**src/csf_pkg.sv**
```systemverilog
// Purpose: Shared constants and types of the core special function registers.
// Assumes: An 8-bit data path and a 7-bit bank-0 data memory address.
// Notes:   Register addresses and status bit positions are collected here.
package csf_pkg;

  localparam int unsigned CSF_ADDR_W = 7;
  localparam int unsigned CSF_DATA_W = 8;
  localparam int unsigned CSF_GP_W   = 6;

  // Special function register addresses in bank 0.
  localparam logic [CSF_ADDR_W-1:0] CSF_ADDR_IAP    = 7'h00;
  localparam logic [CSF_ADDR_W-1:0] CSF_ADDR_MP0    = 7'h01;
  localparam logic [CSF_ADDR_W-1:0] CSF_ADDR_ACC    = 7'h05;
  localparam logic [CSF_ADDR_W-1:0] CSF_ADDR_PCL    = 7'h06;
  localparam logic [CSF_ADDR_W-1:0] CSF_ADDR_TBLP   = 7'h07;
  localparam logic [CSF_ADDR_W-1:0] CSF_ADDR_TABLE_READ_HIGH_LATCH   = 7'h08;
  localparam logic [CSF_ADDR_W-1:0] CSF_ADDR_TBHP   = 7'h09;
  localparam logic [CSF_ADDR_W-1:0] CSF_ADDR_STATUS = 7'h0a;
  localparam logic [CSF_ADDR_W-1:0] CSF_ADDR_GP     = 7'h40;

  // Status register bit positions.
  localparam int unsigned CSF_ST_C   = 0;
  localparam int unsigned CSF_ST_AC  = 1;
  localparam int unsigned CSF_ST_Z   = 2;
  localparam int unsigned CSF_ST_OV  = 3;
  localparam int unsigned CSF_ST_PDF = 4;
  localparam int unsigned CSF_ST_TO  = 5;
  localparam int unsigned CSF_ARITH_W = 4;

  localparam logic [CSF_DATA_W-1:0] CSF_BYTE_ZERO = 8'h00;
  localparam logic [1:0]            CSF_ST_HI_ZERO = 2'h0;
  localparam logic                  CSF_SYS_FLAG_RST = 1'b0;

  // Operations of the arithmetic and logic unit.
  typedef enum logic [2:0] {
    CSF_OP_ADD,
    CSF_OP_SUB,
    CSF_OP_AND,
    CSF_OP_OR,
    CSF_OP_XOR,
    CSF_OP_PASS,
    CSF_OP_RLC,
    CSF_OP_RRC
  } csf_alu_op_t;

endpackage : csf_pkg

```
**src/csf_alu.sv**
```systemverilog
// Purpose: Combinational arithmetic and logic unit with flag generation.
// Assumes: Operand a is the working register, operand b comes from memory.
// Notes:   Subtraction is a plus the inverted b plus one, so carry means no borrow.
`timescale 1ns/1ns
module csf_alu
  import csf_pkg::*;
(
  // Operation and operands.
  input  wire csf_alu_op_t      op_i,
  input  wire logic [7:0]       a_i,
  input  wire logic [7:0]       b_i,
  input  wire logic             carry_i,
  // Result and flags.
  output logic [7:0]            res_o,
  output logic [3:0]            flag_o,
  output logic [3:0]            upd_o
);

  logic       is_sub;
  logic       is_arith;
  logic [7:0] b_x;
  logic [8:0] sum9;
  logic [4:0] lo5;
  logic [7:0] lo8;

  assign is_sub   = (op_i == CSF_OP_SUB);
  assign is_arith = (op_i == CSF_OP_ADD) || is_sub;
  assign b_x      = is_sub ? ~b_i : b_i;
  assign sum9     = {1'b0, a_i} + {1'b0, b_x} + {8'h00, is_sub};
  assign lo5      = {1'b0, a_i[3:0]} + {1'b0, b_x[3:0]} + {4'h0, is_sub};
  assign lo8      = {1'b0, a_i[6:0]} + {1'b0, b_x[6:0]} + {7'h00, is_sub};

  always_comb begin
    res_o  = b_i;
    flag_o = 4'h0;
    upd_o  = 4'h0;
    case (op_i)
      CSF_OP_ADD, CSF_OP_SUB: res_o = sum9[7:0];
      CSF_OP_AND:  res_o = a_i & b_i;
      CSF_OP_OR:   res_o = a_i | b_i;
      CSF_OP_XOR:  res_o = a_i ^ b_i;
      CSF_OP_PASS: res_o = b_i;
      CSF_OP_RLC:  res_o = {b_i[6:0], carry_i};
      CSF_OP_RRC:  res_o = {carry_i, b_i[7:1]};
      default:     res_o = b_i;
    endcase
    if (is_arith) begin
      flag_o[CSF_ST_C]  = sum9[8];           // [RULE11]
      flag_o[CSF_ST_AC] = lo5[4];            // [RULE12]
      flag_o[CSF_ST_OV] = lo8[7] ^ sum9[8];  // [RULE14]
      upd_o[CSF_ST_C]   = 1'b1;
      upd_o[CSF_ST_AC]  = 1'b1;
      upd_o[CSF_ST_OV]  = 1'b1;
    end
    if (op_i == CSF_OP_RLC) begin
      flag_o[CSF_ST_C] = b_i[7];             // [RULE11]
      upd_o[CSF_ST_C]  = 1'b1;
    end
    if (op_i == CSF_OP_RRC) begin
      flag_o[CSF_ST_C] = b_i[0];             // [RULE11]
      upd_o[CSF_ST_C]  = 1'b1;
    end
    if (op_i != CSF_OP_PASS && op_i != CSF_OP_RLC && op_i != CSF_OP_RRC) begin
      flag_o[CSF_ST_Z] = (res_o == CSF_BYTE_ZERO); // [RULE13]
      upd_o[CSF_ST_Z]  = 1'b1;
    end
  end

endmodule : csf_alu

```
**src/csf_sfr.sv**
```systemverilog
// Purpose: Special function registers and bank-0 data memory of the core.
// Assumes: The execution unit drives one access source per cycle.
// Notes:   Read data appears one enabled cycle after the read request.
//
// Functional notes
// RULE1 - Accesses to the indirect access port act on the location in the pointer.
// RULE2 - Indirect port itself reads 00H and ignores writes.
// RULE3 - Memory pointer is a real read/write register reaching bank 0 only.
// RULE4 - Writing the low program counter byte jumps within the current page.
// RULE5 - A program counter low byte write inserts one dummy cycle.
// RULE6 - Table read puts high program byte in latch, low byte in memory.
// RULE7 - Software loads both table pointers before any table read.
// RULE8 - Status writes never change the time-out and power-down flags.
// RULE9 - Time-out flag set by watchdog expiry, cleared by reset, clear or sleep.
// RULE10 - Power-down flag set by sleep, cleared by reset or watchdog clear.
// RULE11 - Carry is carry-out or no-borrow; rotates through carry update it.
// RULE12 - Half carry is low nibble carry or no nibble borrow.
// RULE13 - Zero flag follows whether a result equals zero.
// RULE14 - Overflow is carry into top bit differing from carry out.
// RULE15 - Status bits 7 and 6 read zero; system flags read-only, reset zero.
// RULE16 - Interrupts and calls never save the status register.
// RULE17 - Results go to the working register; no register-to-register move. The code sends ALU results to memory when alu_to_mem_i is set.
// RULE18 - Result flags win over a same-instruction write to arithmetic flags.
`timescale 1ns/1ns
module csf_sfr
  import csf_pkg::*;
#(
  parameter int unsigned PROG_W = 16,
  parameter int unsigned GP_DEPTH = 64
)(
  // Clock, reset and enable.
  input  wire logic              clk_sys_i,
  input  wire logic              reset_i,
  input  wire logic              clk_en_i,
  // Data memory access from the execution unit.
  input  wire logic [6:0]        mem_addr_i,
  input  wire logic              mem_rd_i,
  input  wire logic              mem_wr_i,
  output logic [7:0]             mem_rdata_o,
  // Arithmetic and logic unit request.
  input  wire logic              alu_en_i,
  input  wire csf_alu_op_t       alu_op_i,
  input  wire logic [7:0]        alu_b_i,
  input  wire logic              alu_to_mem_i,
  output logic [7:0]             working_register_a_o,
  // Table read.
  input  wire logic              tbl_rd_i,
  input  wire logic [PROG_W-1:0] tbl_word_i,
  output logic [15:0]            tbl_ptr_o,
  // Program counter.
  input  wire logic [7:0]        pc_low_i,
  output logic                   jump_o,
  output logic [7:0]             jump_target_o,
  output logic                   stall_o,
  // System events and status.
  input  wire logic              wdt_expired_i,
  input  wire logic              watchdog_clear_instruction_i,
  input  wire logic              sleep_instruction_i,
  output logic [7:0]             status_o
);

  // Registers.
  logic [7:0]  memory_pointer_zero_ff;
  logic [7:0]  working_register_a_ff;
  logic [7:0]  tbl_ptr_low_ff;
  logic [7:0]  tbl_ptr_high_ff;
  logic [7:0]  table_read_high_latch_ff;
  logic [3:0]  arith_flags_ff;
  logic        watchdog_timeout_flag_ff;
  logic        power_down_flag_ff;
  logic [7:0]  rdata_ff;
  logic        jump_ff;
  logic        stall_ff;
  logic [7:0]  jump_target_ff;
  logic [7:0]  gp_mem [GP_DEPTH];

  // Address resolution and decode.
  logic        via_port;
  logic [6:0]  eff_addr;
  logic [5:0]  gp_idx;
  logic        hit_gp;
  logic        wr_any;
  logic [7:0]  wr_data;
  logic        wr_mp0;
  logic        wr_acc;
  logic        wr_pcl;
  logic        wr_tblp;
  logic        wr_tbhp;
  logic        wr_status;
  logic        wr_gp;
  logic        alu_go;
  logic [7:0]  alu_res;
  logic [3:0]  alu_flag;
  logic [3:0]  alu_upd;
  logic [7:0]  rd_mux;
  logic [7:0]  status_view;

  // Every access to the port is steered to the pointer's bank-0 address.
  assign via_port = (mem_addr_i == CSF_ADDR_IAP);                       // [RULE1]
  assign eff_addr = via_port ? memory_pointer_zero_ff[6:0] : mem_addr_i; // [RULE3]
  assign gp_idx   = eff_addr[5:0];
  assign hit_gp   = (eff_addr >= CSF_ADDR_GP);
  assign alu_go   = clk_en_i && alu_en_i;

  // Memory writes carry the working register, an ALU result or table data.
  assign wr_any  = clk_en_i && (mem_wr_i || tbl_rd_i || (alu_en_i && alu_to_mem_i));
  assign wr_data = tbl_rd_i ? tbl_word_i[7:0]                            // [RULE6]
                 : (alu_en_i && alu_to_mem_i) ? alu_res
                 : working_register_a_ff;                                // [RULE17]

  // A write that resolves to the port itself matches no target.
  assign wr_mp0    = wr_any && (eff_addr == CSF_ADDR_MP0);               // [RULE2]
  assign wr_acc    = wr_any && (eff_addr == CSF_ADDR_ACC);
  assign wr_pcl    = wr_any && (eff_addr == CSF_ADDR_PCL);
  assign wr_tblp   = wr_any && (eff_addr == CSF_ADDR_TBLP);
  assign wr_tbhp   = wr_any && (eff_addr == CSF_ADDR_TBHP);
  assign wr_status = wr_any && (eff_addr == CSF_ADDR_STATUS);
  assign wr_gp     = wr_any && hit_gp;

  csf_alu u_alu (
    .op_i    (alu_op_i),
    .a_i     (working_register_a_ff),
    .b_i     (alu_b_i),
    .carry_i (arith_flags_ff[CSF_ST_C]),
    .res_o   (alu_res),
    .flag_o  (alu_flag),
    .upd_o   (alu_upd)
  );

  // Status is assembled from flops; there is no path that pushes it anywhere.
  assign status_view = {CSF_ST_HI_ZERO, watchdog_timeout_flag_ff,
                        power_down_flag_ff, arith_flags_ff};             // [RULE15] [RULE16]

  // Unused special addresses and the port itself read as zero.
  assign rd_mux = hit_gp                          ? gp_mem[gp_idx]
                : (eff_addr == CSF_ADDR_MP0)    ? memory_pointer_zero_ff
                : (eff_addr == CSF_ADDR_ACC)    ? working_register_a_ff
                : (eff_addr == CSF_ADDR_PCL)    ? pc_low_i
                : (eff_addr == CSF_ADDR_TBLP)   ? tbl_ptr_low_ff
                : (eff_addr == CSF_ADDR_TABLE_READ_HIGH_LATCH)   ? table_read_high_latch_ff
                : (eff_addr == CSF_ADDR_TBHP)   ? tbl_ptr_high_ff
                : (eff_addr == CSF_ADDR_STATUS) ? status_view
                : CSF_BYTE_ZERO;                                         // [RULE2]

  // Pointer registers.
  always_ff @(posedge clk_sys_i or posedge reset_i) begin
    if (reset_i) begin
      memory_pointer_zero_ff <= CSF_BYTE_ZERO;
      tbl_ptr_low_ff         <= CSF_BYTE_ZERO;
      tbl_ptr_high_ff        <= CSF_BYTE_ZERO;
    end else begin
      if (wr_mp0) memory_pointer_zero_ff <= wr_data;                    // [RULE3]
      if (wr_tblp) tbl_ptr_low_ff <= wr_data;
      if (wr_tbhp) tbl_ptr_high_ff <= wr_data;
    end
  end

  // Working register takes ALU results or a mapped write.
  always_ff @(posedge clk_sys_i or posedge reset_i) begin
    if (reset_i) begin
      working_register_a_ff <= CSF_BYTE_ZERO;
    end else if (alu_go && !alu_to_mem_i) begin
      working_register_a_ff <= alu_res;                                  // [RULE17]
    end else if (wr_acc) begin
      working_register_a_ff <= wr_data;
    end
  end

  // The high latch is loaded only by a table read, never by a write.
  always_ff @(posedge clk_sys_i or posedge reset_i) begin
    if (reset_i) begin
      table_read_high_latch_ff <= CSF_BYTE_ZERO;
    end else if (clk_en_i && tbl_rd_i) begin
      table_read_high_latch_ff <= 8'(tbl_word_i[PROG_W-1:8]);           // [RULE6]
    end
  end

  // Arithmetic flags power up unknown, so they carry no reset.
  always_ff @(posedge clk_sys_i) begin
    if (wr_status || alu_go) begin
      for (int i = 0; i < CSF_ARITH_W; i++) begin
        if (alu_go && alu_upd[i]) begin
          arith_flags_ff[i] <= alu_flag[i];                              // [RULE18]
        end else if (wr_status) begin
          arith_flags_ff[i] <= wr_data[i];                               // [RULE8]
        end
      end
    end
  end

  // System flags ignore status writes; an expiry wins over a clear.
  always_ff @(posedge clk_sys_i or posedge reset_i) begin
    if (reset_i) begin
      watchdog_timeout_flag_ff <= CSF_SYS_FLAG_RST;                      // [RULE15]
      power_down_flag_ff       <= CSF_SYS_FLAG_RST;
    end else if (clk_en_i) begin
      if (wdt_expired_i) begin
        watchdog_timeout_flag_ff <= 1'b1;                                // [RULE9]
      end else if (watchdog_clear_instruction_i || sleep_instruction_i) begin
        watchdog_timeout_flag_ff <= 1'b0;                                // [RULE9]
      end
      if (sleep_instruction_i) begin
        power_down_flag_ff <= 1'b1;                                      // [RULE10]
      end else if (watchdog_clear_instruction_i) begin
        power_down_flag_ff <= 1'b0;                                      // [RULE10]
      end
    end
  end

  // Program counter low byte write: jump within the page plus a dummy cycle.
  always_ff @(posedge clk_sys_i or posedge reset_i) begin
    if (reset_i) begin
      jump_ff        <= 1'b0;
      stall_ff       <= 1'b0;
      jump_target_ff <= CSF_BYTE_ZERO;
    end else if (clk_en_i) begin
      jump_ff  <= wr_pcl;                                                // [RULE4]
      stall_ff <= wr_pcl;                                                // [RULE5]
      if (wr_pcl) jump_target_ff <= wr_data;                             // [RULE4]
    end
  end

  // Read data register.
  always_ff @(posedge clk_sys_i or posedge reset_i) begin
    if (reset_i) begin
      rdata_ff <= CSF_BYTE_ZERO;
    end else if (clk_en_i && mem_rd_i) begin
      rdata_ff <= rd_mux;                                                // [RULE1]
    end
  end

  // General purpose memory.
  always_ff @(posedge clk_sys_i) begin
    if (wr_gp) gp_mem[gp_idx] <= wr_data;                                // [RULE1]
  end

  assign mem_rdata_o          = rdata_ff;
  assign working_register_a_o = working_register_a_ff;
  assign tbl_ptr_o            = {tbl_ptr_high_ff, tbl_ptr_low_ff};       // [RULE7]
  assign jump_o               = jump_ff;
  assign jump_target_o        = jump_target_ff;
  assign stall_o              = stall_ff;
  assign status_o             = status_view;

  // Checks.
  property p_port_self_zero;
    @(posedge clk_sys_i) disable iff (reset_i)
    (clk_en_i && mem_rd_i && via_port && memory_pointer_zero_ff[6:0] == CSF_ADDR_IAP)
      |=> (mem_rdata_o == CSF_BYTE_ZERO);
  endproperty
  a_port_self_zero: assert property (p_port_self_zero) // [RULE2]
    else $error("Port read through itself did not return zero.");

  property p_indirect_write;
    @(posedge clk_sys_i) disable iff (reset_i)
    (clk_en_i && mem_wr_i && !tbl_rd_i && !alu_en_i && via_port
      && memory_pointer_zero_ff[6:0] >= CSF_ADDR_GP)
      |=> (gp_mem[$past(memory_pointer_zero_ff[5:0])] == $past(working_register_a_ff));
  endproperty
  a_indirect_write: assert property (p_indirect_write) // [RULE1]
    else $error("Indirect write did not reach the pointed location.");

  property p_pointer_rw;
    @(posedge clk_sys_i) disable iff (reset_i)
    (wr_mp0 && mem_wr_i && !tbl_rd_i && !alu_en_i)
      |=> (memory_pointer_zero_ff == $past(working_register_a_ff));
  endproperty
  a_pointer_rw: assert property (p_pointer_rw) // [RULE3]
    else $error("Memory pointer did not take the written value.");

  property p_jump;
    @(posedge clk_sys_i) disable iff (reset_i)
    wr_pcl |=> (jump_o && jump_target_o == $past(wr_data));
  endproperty
  a_jump: assert property (p_jump) // [RULE4]
    else $error("Program counter low write did not jump to its value.");

  property p_dummy_cycle;
    @(posedge clk_sys_i) disable iff (reset_i)
    (wr_pcl ##1 clk_en_i) |-> stall_o ##1 !stall_o;
  endproperty
  a_dummy_cycle: assert property (p_dummy_cycle) // [RULE5]
    else $error("Dummy cycle was not exactly one cycle long.");

  property p_table_high;
    @(posedge clk_sys_i) disable iff (reset_i)
    (clk_en_i && tbl_rd_i) |=> (table_read_high_latch_ff == 8'($past(tbl_word_i[PROG_W-1:8])));
  endproperty
  a_table_high: assert property (p_table_high) // [RULE6]
    else $error("Table read high byte not latched.");

  property p_status_write_keeps;
    @(posedge clk_sys_i) disable iff (reset_i)
    (wr_status && !wdt_expired_i && !watchdog_clear_instruction_i && !sleep_instruction_i)
      |=> ($stable(watchdog_timeout_flag_ff) && $stable(power_down_flag_ff));
  endproperty
  a_status_write_keeps: assert property (p_status_write_keeps) // [RULE8]
    else $error("Status write changed a system flag.");

  property p_timeout_set;
    @(posedge clk_sys_i) disable iff (reset_i)
    (clk_en_i && wdt_expired_i) |=> status_o[CSF_ST_TO];
  endproperty
  a_timeout_set: assert property (p_timeout_set) // [RULE9]
    else $error("Watchdog expiry did not set the time-out flag.");

  property p_sleep_flags;
    @(posedge clk_sys_i) disable iff (reset_i)
    (clk_en_i && sleep_instruction_i && !wdt_expired_i)
      |=> (status_o[CSF_ST_PDF] && !status_o[CSF_ST_TO]);
  endproperty
  a_sleep_flags: assert property (p_sleep_flags) // [RULE10]
    else $error("Sleep did not set power-down and clear time-out.");

  property p_zero_flag;
    @(posedge clk_sys_i) disable iff (reset_i)
    (alu_go && !alu_to_mem_i && alu_op_i == CSF_OP_ADD)
      |=> (status_o[CSF_ST_Z] == (working_register_a_o == CSF_BYTE_ZERO));
  endproperty
  a_zero_flag: assert property (p_zero_flag) // [RULE13]
    else $error("Zero flag does not match the addition result.");

  property p_high_bits_zero;
    @(posedge clk_sys_i) disable iff (reset_i)
    (clk_en_i && mem_rd_i && eff_addr == CSF_ADDR_STATUS)
      |=> (mem_rdata_o[7:6] == CSF_ST_HI_ZERO);
  endproperty
  a_high_bits_zero: assert property (p_high_bits_zero) // [RULE15]
    else $error("Unimplemented status bits are not zero.");

  property p_rotate_carry;
    @(posedge clk_sys_i) disable iff (reset_i)
    (alu_go && alu_op_i == CSF_OP_RLC) |=> (status_o[CSF_ST_C] == $past(alu_b_i[7]));
  endproperty
  a_rotate_carry: assert property (p_rotate_carry) // [RULE11]
    else $error("Rotate left did not move the top bit into carry.");

  property p_flag_priority;
    @(posedge clk_sys_i) disable iff (reset_i)
    (alu_go && alu_to_mem_i && wr_status && alu_op_i == CSF_OP_ADD)
      |=> (status_o[CSF_ST_Z] == ($past(alu_res) == CSF_BYTE_ZERO));
  endproperty
  a_flag_priority: assert property (p_flag_priority) // [RULE18]
    else $error("Status write overrode a result flag.");

  property p_acc_result;
    @(posedge clk_sys_i) disable iff (reset_i)
    (alu_go && !alu_to_mem_i) |=> (working_register_a_o == $past(alu_res));
  endproperty
  a_acc_result: assert property (p_acc_result) // [RULE17]
    else $error("Working register did not take the ALU result.");

endmodule : csf_sfr

```
**config.mk**
```make
export PLATFORM = sky130hd
export DESIGN_NAME = csf_sfr
export DESIGN_NICKNAME = d
export VERILOG_FILES = /design/src/csf_pkg.sv /design/src/csf_alu.sv /design/src/csf_sfr.sv
export SDC_FILE = /design/constraint.sdc
export NUM_CORES = 1
export LEC_CHECK = 0
export BUFFER_PORTS_ARGS = -buffer_cell sky130_fd_sc_hd__buf_2
export CORE_MARGIN = 8
export CORE_UTILIZATION = 50
export CTS_BUF_LIST = sky130_fd_sc_hd__clkbuf_4 sky130_fd_sc_hd__clkbuf_8
export DETAILED_ROUTE_END_ITERATION = 10
export PLACE_DENSITY_LB_ADDON = 0.1
export SLEW_MARGIN = 20
export SYNTH_ARGS = -nofsm -noshare
export SYNTH_HDL_FRONTEND = slang
export SYNTH_SLANG_ARGS = --single-unit
```
**constraint.sdc**
```tcl
create_clock -name clk_sys_i -period 8.7 [get_ports clk_sys_i]
set_input_delay 0.435 -clock clk_sys_i [delete_from_list [all_inputs] [get_ports clk_sys_i]]
set_output_delay 0.435 -clock clk_sys_i [all_outputs]
set_load 0.1 [all_outputs]
```
# Yosys cells after proc, flatten, opt, wreduce, memory -nomap -nowiden
# Memory sizes are Yosys's and may differ from the RTL's.
# Index checks and enable logic that the tools add are counted.
# W data, S select, Z words.
dict set report op_classes {
  n_addsub 6
  n_lt_le_gt_ge 1
  n_eq_ne 17
  muxes 39
  n_bitwise 5
  n_reduce_logical 43
}
# cell n
set op_table {}
lappend op_table {{$mux W8} 12}
lappend op_table {{$pmux W8 S7} 1}
lappend op_table {{$mux W1} 22}
lappend op_table {{$eq A7 B3 Y1 const B} 3}
lappend op_table {{$eq A7 B4 Y1 const B} 3}
lappend op_table {{$logic_and A1 B1 Y1} 19}
lappend op_table {{$reduce_and A2 Y1} 7}
lappend op_table {{$reduce_bool A2 Y1} 7}
lappend op_table {{$eq A3 B3 Y1 const B} 4}
lappend op_table {{$add A8 B8 Y9} 1}
lappend op_table {{$add A9 B1 Y9} 1}
lappend op_table {{$ne A3 B3 Y1 const B} 3}
lappend op_table {{$add A7 B7 Y8} 1}
lappend op_table {{$add A8 B1 Y8} 1}
lappend op_table {{$and A8 B8 Y8} 1}
lappend op_table {{$logic_not A8 Y1} 1}
lappend op_table {{$not A8 Y8} 1}
lappend op_table {{$or A8 B8 Y8} 1}
lappend op_table {{$xor A8 B8 Y8} 1}
lappend op_table {{$eq A7 B1 Y1 const B} 1}
lappend op_table {{$ge A7 B7 Y1 const B} 1}
lappend op_table {{$logic_not A7 Y1} 1}
lappend op_table {{$mux W7} 1}
lappend op_table {{$eq A3 B2 Y1 const B} 2}
lappend op_table {{other kinds (10)} 15}
dict set report totals {
  ff_bits 63
  ram_bits 512
  inputBits 53
  output_inout_bits 50
  elab_cells 126
  mem_count 1
}
# memory depth word_bits rd rd_clocked_by_memory_dff write_ports line
set mem_list {}
lappend mem_list {gp_mem 64 8 1 0 1 csf_sfr.sv:75} ;# logic [7:0] gp_mem [GP_DEPTH];

# Logic depth before layout (Yosys ltp)
# Gate-level depths: netlist of run 1.
dict set report depth {
  ltp_word 11
  ltp_mapped 16
  depth_no_buf 12
}

# Modules after synthesis
# Synthesis of run 1 repeated with hierarchy kept, for this count alone.
dict set report hier_totals {
  cells_unflattened 1741
  area_unflattened_um2 24558.6
}
# mod instances cells_per_inst area_per_inst_um2 seq_area_each_um2
set modules_own_cells {}
lappend modules_own_cells {csf_sfr 1 1566 23208.5 16971.3}
lappend modules_own_cells {csf_alu 1 175 1350.0 0.0}

# Worst setup path before layout of run 1
# No wires, ideal clock.
dict set report synth_timing {
  kind {register -> register}
  start {register working_register_a_ff[6] (netlist: working_register_a_o[6])}
  end {memory gp_mem[0][6] (data pin)}
  setup_ns 1.071
  arrival_ns 5.661
  required_ns 7.629
  path_slack_ns 1.967
  stages_incl_launch_ff 3
  n_path_buf 0
  synth_period_minus_slack_ns 6.733
  cell_sequence {dfrtp_1 -> inv_1 -> o311ai_0}
}
dict set report synth_between {
  elab_chain_len 5
  word_cells_on_any_way 8
  classes_between {2 x add/sub; 3 x mux; 3 x bitwise}
}
# item line
set synth_lines {}
lappend synth_lines {{start, declared} csf_sfr.sv:64} ;# logic [7:0] working_register_a_ff;
lappend synth_lines {{start signal, assigned} csf_sfr.sv:163} ;# working_register_a_ff <= alu_res;
lappend synth_lines {{start signal, assigned} csf_sfr.sv:165} ;# working_register_a_ff <= wr_data;
lappend synth_lines {{$add A8 B8 Y9} csf_alu.sv:29} ;# assign sum9 = {1'b0, a_i} + {1'b0, b_x} + {8'h00, is_sub};
lappend synth_lines {{$add A9 B1 Y9} csf_alu.sv:29}
lappend synth_lines {{$pmux W8 S7} csf_alu.sv:37} ;# case (op_i)
lappend synth_lines {{$mux W8 (*)} csf_sfr.sv:108} ;# : (alu_en_i && alu_to_mem_i) ? alu_res
lappend synth_lines {{$mux W8 (*)} csf_sfr.sv:107} ;# assign wr_data = tbl_rd_i ? tbl_word_i[7:0]
lappend synth_lines {{via wr_data[6]} csf_sfr.sv:83} ;# logic [7:0] wr_data;
lappend synth_lines {{end, declared} csf_sfr.sv:75}
# The timed path passes the listed nets; every way through them passes the cells marked *.

# Worst setup path in the final report of run 1
dict set report layout_timing {
  start {input port alu_op_i[0]}
  end {register arith_flags_ff[2] (data pin)}
}
dict set report layout_between {
  elab_chain_len 9
  word_cells_on_any_way 26
  classes_between {2 x add/sub; 10 x eq/ne; 8 x mux; 6 x reduce/logical}
}
# item line
set layout_lines {}
lappend layout_lines {{start, declared} csf_sfr.sv:42} ;# input wire csf_alu_op_t alu_op_i,
lappend layout_lines {{$eq A3 B1 Y1} {csf_alu.sv:26, csf_alu.sv:37}}
lappend layout_lines {{$mux W8} csf_alu.sv:28} ;# assign b_x = is_sub ? ~b_i : b_i;
lappend layout_lines {{$add A8 B8 Y9} csf_alu.sv:29}
lappend layout_lines {{$add A9 B1 Y9} csf_alu.sv:29}
lappend layout_lines {{$pmux W8 S7 (*)} csf_alu.sv:37}
lappend layout_lines {{$mux W8 (*)} csf_sfr.sv:108}
lappend layout_lines {{$mux W8 (*)} csf_sfr.sv:107}
lappend layout_lines {{via wr_data[2]} csf_sfr.sv:83}
lappend layout_lines {{$mux W1 (*)} csf_sfr.sv:184} ;# end else if (wr_status) begin
lappend layout_lines {{$mux W1 (*)} csf_sfr.sv:182} ;# if (alu_go && alu_upd[i]) begin
lappend layout_lines {{end signal, assigned by index} csf_sfr.sv:183} ;# arith_flags_ff[i] <= alu_flag[i];
lappend layout_lines {{end signal, assigned by index} csf_sfr.sv:185} ;# arith_flags_ff[i] <= wr_data[i];
lappend layout_lines {{end, declared} csf_sfr.sv:68} ;# logic [3:0] arith_flags_ff;
# The timed path passes the listed nets; every way through them passes the cells marked *. The select of a mux whose other input is x is not followed.
# A chain may end at the register's enable or synchronous reset.

==> results of run 1 <==
-- worst max-delay path, delay by kind of cell --
| family | cells | cell delay, ns |
|---|---|---|
| xor+xnor | 2 | 0.36 |
| buf+inv | 2 | 1.35 |
| fa+ha+maj | 1 | 0.43 |
| simple gates | 2 | 0.58 |
| compound gates | 5 | 1.61 |
-- kinds of logic after synthesis --
| logic type | count (synthesis) | synth area share [%] |
|---|---|---|
| simple gates | 640 | 11.45 |
| flops | 575 | 67.97 |
| compound gates | 254 | 7.367 |
| mux | 147 | 8.940 |
| buf+inv | 130 | 2.506 |
| fa+ha+maj | 26 | 1.333 |
| xor+xnor | 12 | 0.4210 |
| other cells | 1 | 0.01502 |
-- through the flow --
step	util [%]	std cells	hold slack [ns]	worst slack [ns]	cell area (µm²)
3_3_place_gp	52.50	2486	0.4725	4.297	26130
5_1_grt	56.36	2664	0.06478	3.881	28050
3_5_place_dp	52.50	2486	0.4787	4.108	26130
6_report	56.37	2665	0.08938	4.343	28050
2_1_floorplan	-	1786	0.4556	1.967	24970
4_1_cts	56.35	2664	0.02848	4.504	28040
-- synthesized netlist by cell type, drive strengths merged, types with 7 or more instances --
cell | count | area (µm²)
edfxtp | 516 | 15490
nand2 | 304 | 1141
nor2 | 129 | 496.7
nand3 | 111 | 560.5
buf | 61 | 366.6
dfrtp | 59 | 1476
mux4 | 57 | 1284
mux2i | 52 | 520.5
a21oi | 43 | 219.0
mux2 | 38 | 427.9
inv | 35 | 131.4
clkbuf | 34 | 127.6
o21ai | 31 | 155.2
a22oi | 27 | 202.7
ha | 25 | 312.8
a31oi | 24 | 156.4
nand4 | 21 | 131.4
nor3 | 19 | 116.4
a211oi | 17 | 127.6
a32oi | 17 | 148.9
nand2b | 10 | 62.56
o211ai | 10 | 75.07
o22ai | 10 | 62.56
a2111oi | 9 | 87.58
a21o | 9 | 67.56
and3 | 9 | 56.30
xnor2 | 9 | 78.83
a221oi | 7 | 61.31
and2 | 7 | 46.30
-- power by group --
part | internal (µW) | switching, µW | leakage [µW]
sequential | 3140 | 62.1 | 0.00542
clock | 1230 | 1050 | 0.000958
combinational | 212 | 662 | 0.00359
-- registers in the layout (all words and copies together), names as in the netlist --
signal,cells
working_register_a_o,8
table_read_high_latch_ff,8
arith_flags_ff,4
memory_pointer_zero_ff,8
tbl_ptr_low_ff,8
power_down_flag_ff,1
watchdog_timeout_flag_ff,1
mem_rdata_o,8
tbl_ptr_high_ff,8
jump_target_o,8
stall_o,1
gp_mem,512
-- layout by cell type (no fill, tap or decap), drive strengths merged, types with 10 or more instances in the layout --
master       count
a21oi           43
o21ai           31
mux2            38
nand2          304
ha              25
o22ai           10
dfrtp           59
inv             38
a32oi           17
dlygate4sd3     11
edfxtp         516
o211ai          10
nand4           21
mux4            57
nor2           129
mux2i           52
clkinv          29
nor3            19
clkbuf         131
nand2b          10
a22oi           27
nand3          111
a211oi          17
buf            123
a31oi           24
-- how the worst max path moves through the flow --
stage          slack (ns)  depth (start not counted)                 startpoint                end
6_report             4.34                         12                alu_op_i[0]  arith_flags_ff[2]
5_1_grt              3.88                         12                alu_op_i[0]  arith_flags_ff[2]
4_1_cts              4.50                          8  memory_pointer_zero_ff[0]     mem_rdata_o[5]
3_5_place_dp         4.11                         12                alu_op_i[0]  arith_flags_ff[2]
3_3_place_gp         4.30                         12                alu_op_i[0]  arith_flags_ff[2]
2_1_floorplan        1.97                          2    working_register_a_o[6]       gp_mem[0][6]
-- cell type report --
cell class / instances / area share (%)
clock inverters: 36 / 0.8252
clock buffers: 131 / 5.603
repair buffers: 134 / 2.837
multi-input cells: 1081 / 26.75
inverters: 35 / 0.4728
flip-flops and latches: 575 / 60.51
diodes: 1 / 0.008921
well taps: 672 / 2.998
-- routing by layer --
| layer | wire, µm | vias up | GRT usage [%] | part of all wire, % |
|---|---|---|---|---|
| met5 | 0 | - | 0 | 0 |
| met4 | 2430 | 0 | 9.451 | 3.4 |
| met3 | 5811 | 138 | 4.647 | 8.1 |
| met2 | 33170 | 760 | 39.11 | 46 |
| met1 | 30190 | 8264 | 34.45 | 42 |
| li1 | - | 7105 | - | - |
==> impl_metrics.csv, run 1 <==
group,metric,value,unit
status,status,"completed",
setup_path,critical_path.endpoint_type,"flip-flop",
setup_path,crit_arrival,4.78,ns
sta,period_share,50.08,%
sta,slew_viol_final,0,
hold_path,hold_end,"power_down_flag_ff",
clock_tree,numCtsBuffers,93,
routing,drc,0,
yosys,postSynthAreaPerCell,13.99,µm²
yosys,synth_ff_type,"edfxtp_1",
setup_path,crit_type,"input pin to flip-flop",
die,row_count,82,
routing,wl_per_cell,26.87,µm
setup_path,r2r-start,"working_register_a_o[0]",
final_layout,nets,1999,
final_layout,layout.area.seq,16970,µm²
run,drv_cap,0,
setup_path,cp_data_required_time,9.12,ns
placed_design,portBuffers,100,
yosys,synthArstFlopShare,10.26,%
yosys,synth.yosys.seq_area_share,67.97,%
setup_path,cpMostUsedCell,"a211oi_1",
routing,ant_nets,0,
clock_tree,ctsHoldBuffers,11,
sta,worst_pin_slew,1.138,ns
setup_path,path_cells,"buf_2 > and2_1 > xnor2_1 > fa_1 > xor2_1 > nor2_1 > a211oi_1 > a211oi_1 > a211oi_1 > a21oi_1 > clkinv_2 > a22o_1",
sta,rsz0062_at_grt,"false",
grt,grt_usage,24.90,%
grt,grt-ovfl-total,0,
die,core_area,49760,µm²
routing,drtIter0Drc,1725,
final_layout,multiInputGateArea,7503,µm²
setup_path,slowest_delay,0.88,ns
die,initial_core_util,50.18,%
routing,dr.pass1.iters,6,
setup_path,slowest_stage,"clkinv_2",
hold_path,hold_class,"input pin to flip-flop",
yosys,ys_ff_latch,575,
routing,drt-total-wl,71610,µm
yosys,ys_warn_count,0,
grt,grt_start_max_net_pins,114,
placed_design,gp_congestion,0.9064,
sta,fmax,229.5,MHz
sta,finalSetupViolations,0,
hold_path,hp-start,"watchdog_clear_instruction_i",
sta,setup_tns,0,ns
clock_tree,worst_skew_pair.late_latency,0.69,ns
clock_tree,cts.clk_slew.worst_paths,0.06,ns
setup_path,r2r_setup_slack,4.52,ns
sta,period_minus_slack,4.357,ns
clock_tree,cts_tree,"built",
final_layout,nFillCells,4078,
yosys,syn_area,24970,µm²
die,die_w,239.5,µm
clock_tree,cts_resized,0,
yosys,yosysUniqueCellTypes,82,
sta,relSlewSlack,24.14,%
placed_design,hpwl,45830,µm
clock_tree,h-tree-depth,3,
pwr,leakage,0.009973,µW
setup_path,r2r_cells,11,
setup_path,reg2reg_to,"arith_flags_ff[2]",
pwr,p_per_area,226.6,nW/µm²
die,io_pins,103,
sta,finClkSkew,0.03909,ns
die,die_area,57340,µm²
hold_path,holdPathStages,3,
yosys,synth_cells,1785,
pwr,p_total,6356,µW
setup_path,crit_path_max_fanout,65,
pwr,peakVddDrop,144.6,µV
final_layout,layout-drive-gt1-share,20.43,%
clock_tree,cts-root-buf,"clkbuf_8",
routing,dr_total_vias,16270,
clock_tree,cts_sinks,575,
die,die_height,239.5,µm
final_layout,syn2layout_area_growth,12.34,%
grt,grt_first_pass_wirelength,106000,µm
grt,first_global_vias,15630,
setup_path,start_kind,"input pin",
yosys,synth_edf_count,516,
routing,vias_per_cell,6.104,
grt,antenna_found_initial,0,
sta,hold_viol,0,
clock_tree,cts_setup_buffers,0,
clock_tree,cts.path.max_buffers,3,
Note: power is estimated with default switching activity, not from simulation.
==> run 2: changes to the inputs <==
Clock period 8.7 ns to 4.29 ns, I/O delays scaled along.
==> impl_metrics.csv, run 2 (synthesized netlist as in run 1, its figures left out) <==
group,metric,value,unit
setup_path,crit_type,"flip-flop to flip-flop",
routing,dr_total_vias,16730,
routing,drtIter0Drc,1831,
placed_design,portBuffers,100,
setup_path,start_kind,"flip-flop",
routing,wl_per_cell,26.65,µm
final_layout,final_common_cell,"edfxtp_1",
sta,setup_tns,0,ns
die,row_count,82,
grt,grt_first_pass_wirelength,109600,µm
clock_tree,cts_sinks,575,
clock_tree,cts_tree,"built",
final_layout,fin_util,58.26,%
placed_design,dpl.cell_count,2576,
hold_path,hold_class,"input pin to flip-flop",
final_layout,largest_reg_flops,512,
routing,ant_nets,0,
sta,relSlewSlack,28.23,%
pwr,p_sw,3682,µW
clock_tree,cts_setup_buffers,0,
placed_design,hpwl,50400,µm
sta,worst_pin_slew,1.077,ns
clock_tree,cts-root-buf,"clkbuf_8",
routing,drc,0,
pwr,clock_power_share,36.5,%
die,die_height,239.5,µm
final_layout,final_cell_mix,"edfxtp_1 (516), nand2_1 (304), nor2_1 (124)",
die,die_area,57340,µm²
routing,routed-wl-met3,5652,µm
sta,finClkSkew,0.05256,ns
sta,rsz0062_at_grt,"false",
final_layout,stdcell_count,2769,
grt,grt_start_max_net_pins,70,
sta,period_minus_slack,3.646,ns
routing,wl_met2,33480,µm
final_layout,regMostFlops,"gp_mem",
pwr,combPwrFrac,14.1,%
pwr,p_int,9459,µW
pwr,power_frac_seq,49.4,%
final_layout,nets,2099,
pwr,peakVddDrop,286.2,µV
clock_tree,worst_skew_pair.late_latency,0.70,ns
setup_path,path_cells,"nor3b_1 > buf_4 > a21o_4 > buf_4 > mux4_2 > a22oi_1 > nand2_1 > a2111oi_2 > a31oi_1 > a221o_1",
clock_tree,numCtsBuffers,93,
sta,slew_viol_final,0,
grt,grt_usage,25.82,%
sta,hold_viol,0,
grt,first_global_vias,16460,
sta,hold_ws,0.08606,ns
final_layout,layout-drive-gt1-share,23.62,%
grt,grt-ovfl-total,0,
setup_path,slowest_delay,0.53,ns
setup_path,cpMostUsedCell,"buf_4",
placed_design,gp_congestion,0.9286,
setup_path,crit_path_max_fanout,34,
die,core_area,49760,µm²
pwr,leakage,0.01055,µW
setup_path,crit_buf_inv,2,
clock_tree,h-tree-depth,3,
sta,period_share,84.98,%
setup_path,cp_data_required_time,4.88,ns
setup_path,slowest_stage,"a21o_4",
sta,finalSetupViolations,0,
die,io_pins,103,
die,die_w,239.5,µm
routing,topRoutingLayerUsed,"met4",
routing,drt-total-wl,73780,µm
clock_tree,cts.path.max_buffers,3,
die,initial_core_util,50.18,%
status,status,"completed",
grt,antenna_found_initial,0,
pwr,p_per_area,453.3,nW/µm²
setup_path,crit_family,"compound AO/OA/AOI/OAI gates",
run,drv_cap,0,
setup_path,crit_arrival,4.23,ns
clock_tree,cts.clk_slew.worst_paths,0.07,ns
routing,vias_per_cell,6.041,
placed_design,post_dp_cell_area,26900,µm²
pwr,swShare,28.02,%
final_layout,design_area,28990,µm²
final_layout,syn2layout_area_growth,16.11,%
sta,fmax,274.3,MHz
routing,dr.pass1.iters,6,
setup_path,critical_path.endpoint_type,"flip-flop",
routing,wl_met1,32120,µm
## run 2: tightest hold or removal path: stages
cell and delay (ns):
buf_2 0.12, o31ai_1 0.08, buf_4 0.18, o22ai_1 0.13
## run 2: layout make-up
| class | instances | area [µm²] |
|---|---|---|
| Antenna cell | 1 | 2.502 |
| Clock buffer | 126 | 1553 |
| Clock inverter | 45 | 326.6 |
| Fill cell | 4020 | 20770 |
| Inverter | 35 | 131.4 |
| Multi-Input combinational cell | 1081 | 7501 |
| Sequential cell | 575 | 16970 |
| Tap cell | 672 | 840.8 |
| Timing Repair Buffer | 234 | 1663 |
## run 2: power groups by stage
stage | Sequential, µW | Combinational [µW] | Clock (µW)
after floorplan | 6940 | 850 | 0
after global placement | 6600 | 1800 | 0
after detailed placement | 6600 | 1830 | 0
after CTS | 6480 | 1850 | 4880
after global routing | 6490 | 1970 | 5110
final | 6490 | 1850 | 4800
## run 2: final timing paths
kind,from,to,slack [ns],cells after the start
worst max-delay path,memory_pointer_zero_ff[0],mem_rdata_o[5],0.64,10
worst min-delay path,mem_wr_i,stall_o,0.09,4
worst max register to register,memory_pointer_zero_ff[0],mem_rdata_o[5],0.64,10
worst min register to register,memory_pointer_zero_ff[7],memory_pointer_zero_ff[7],0.49,1
max in group asynchronous,reset_i,mem_rdata_o[1],2.74,5
min in group asynchronous,reset_i,memory_pointer_zero_ff[3],0.58,4
## run 2: through the flow
step / setup WS [ns] / power [µW]
floorplan: 0.02533 / 7790
global placement: 0.6854 / 8400
detailed placement: 0.6673 / 8426
CTS: 0.7334 / 13210
global route: 0.5559 / 13570
finish: 0.6444 / 13140
## run 2: routing by layer
layer | vias to the layer above | global-route usage (%)
met2 | 765 | 39.75
met1 | 8499 | 36.77
li1 | 7317 | -
met3 | 146 | 4.440
met4 | 0 | 9.562
met5 | - | 0
## run 2: repair_timing
item / in CTS / in global routing
hold buffers: 21 / 0
hold endpoints to repair: 70 / 0
gates resized for setup: 0 / 0
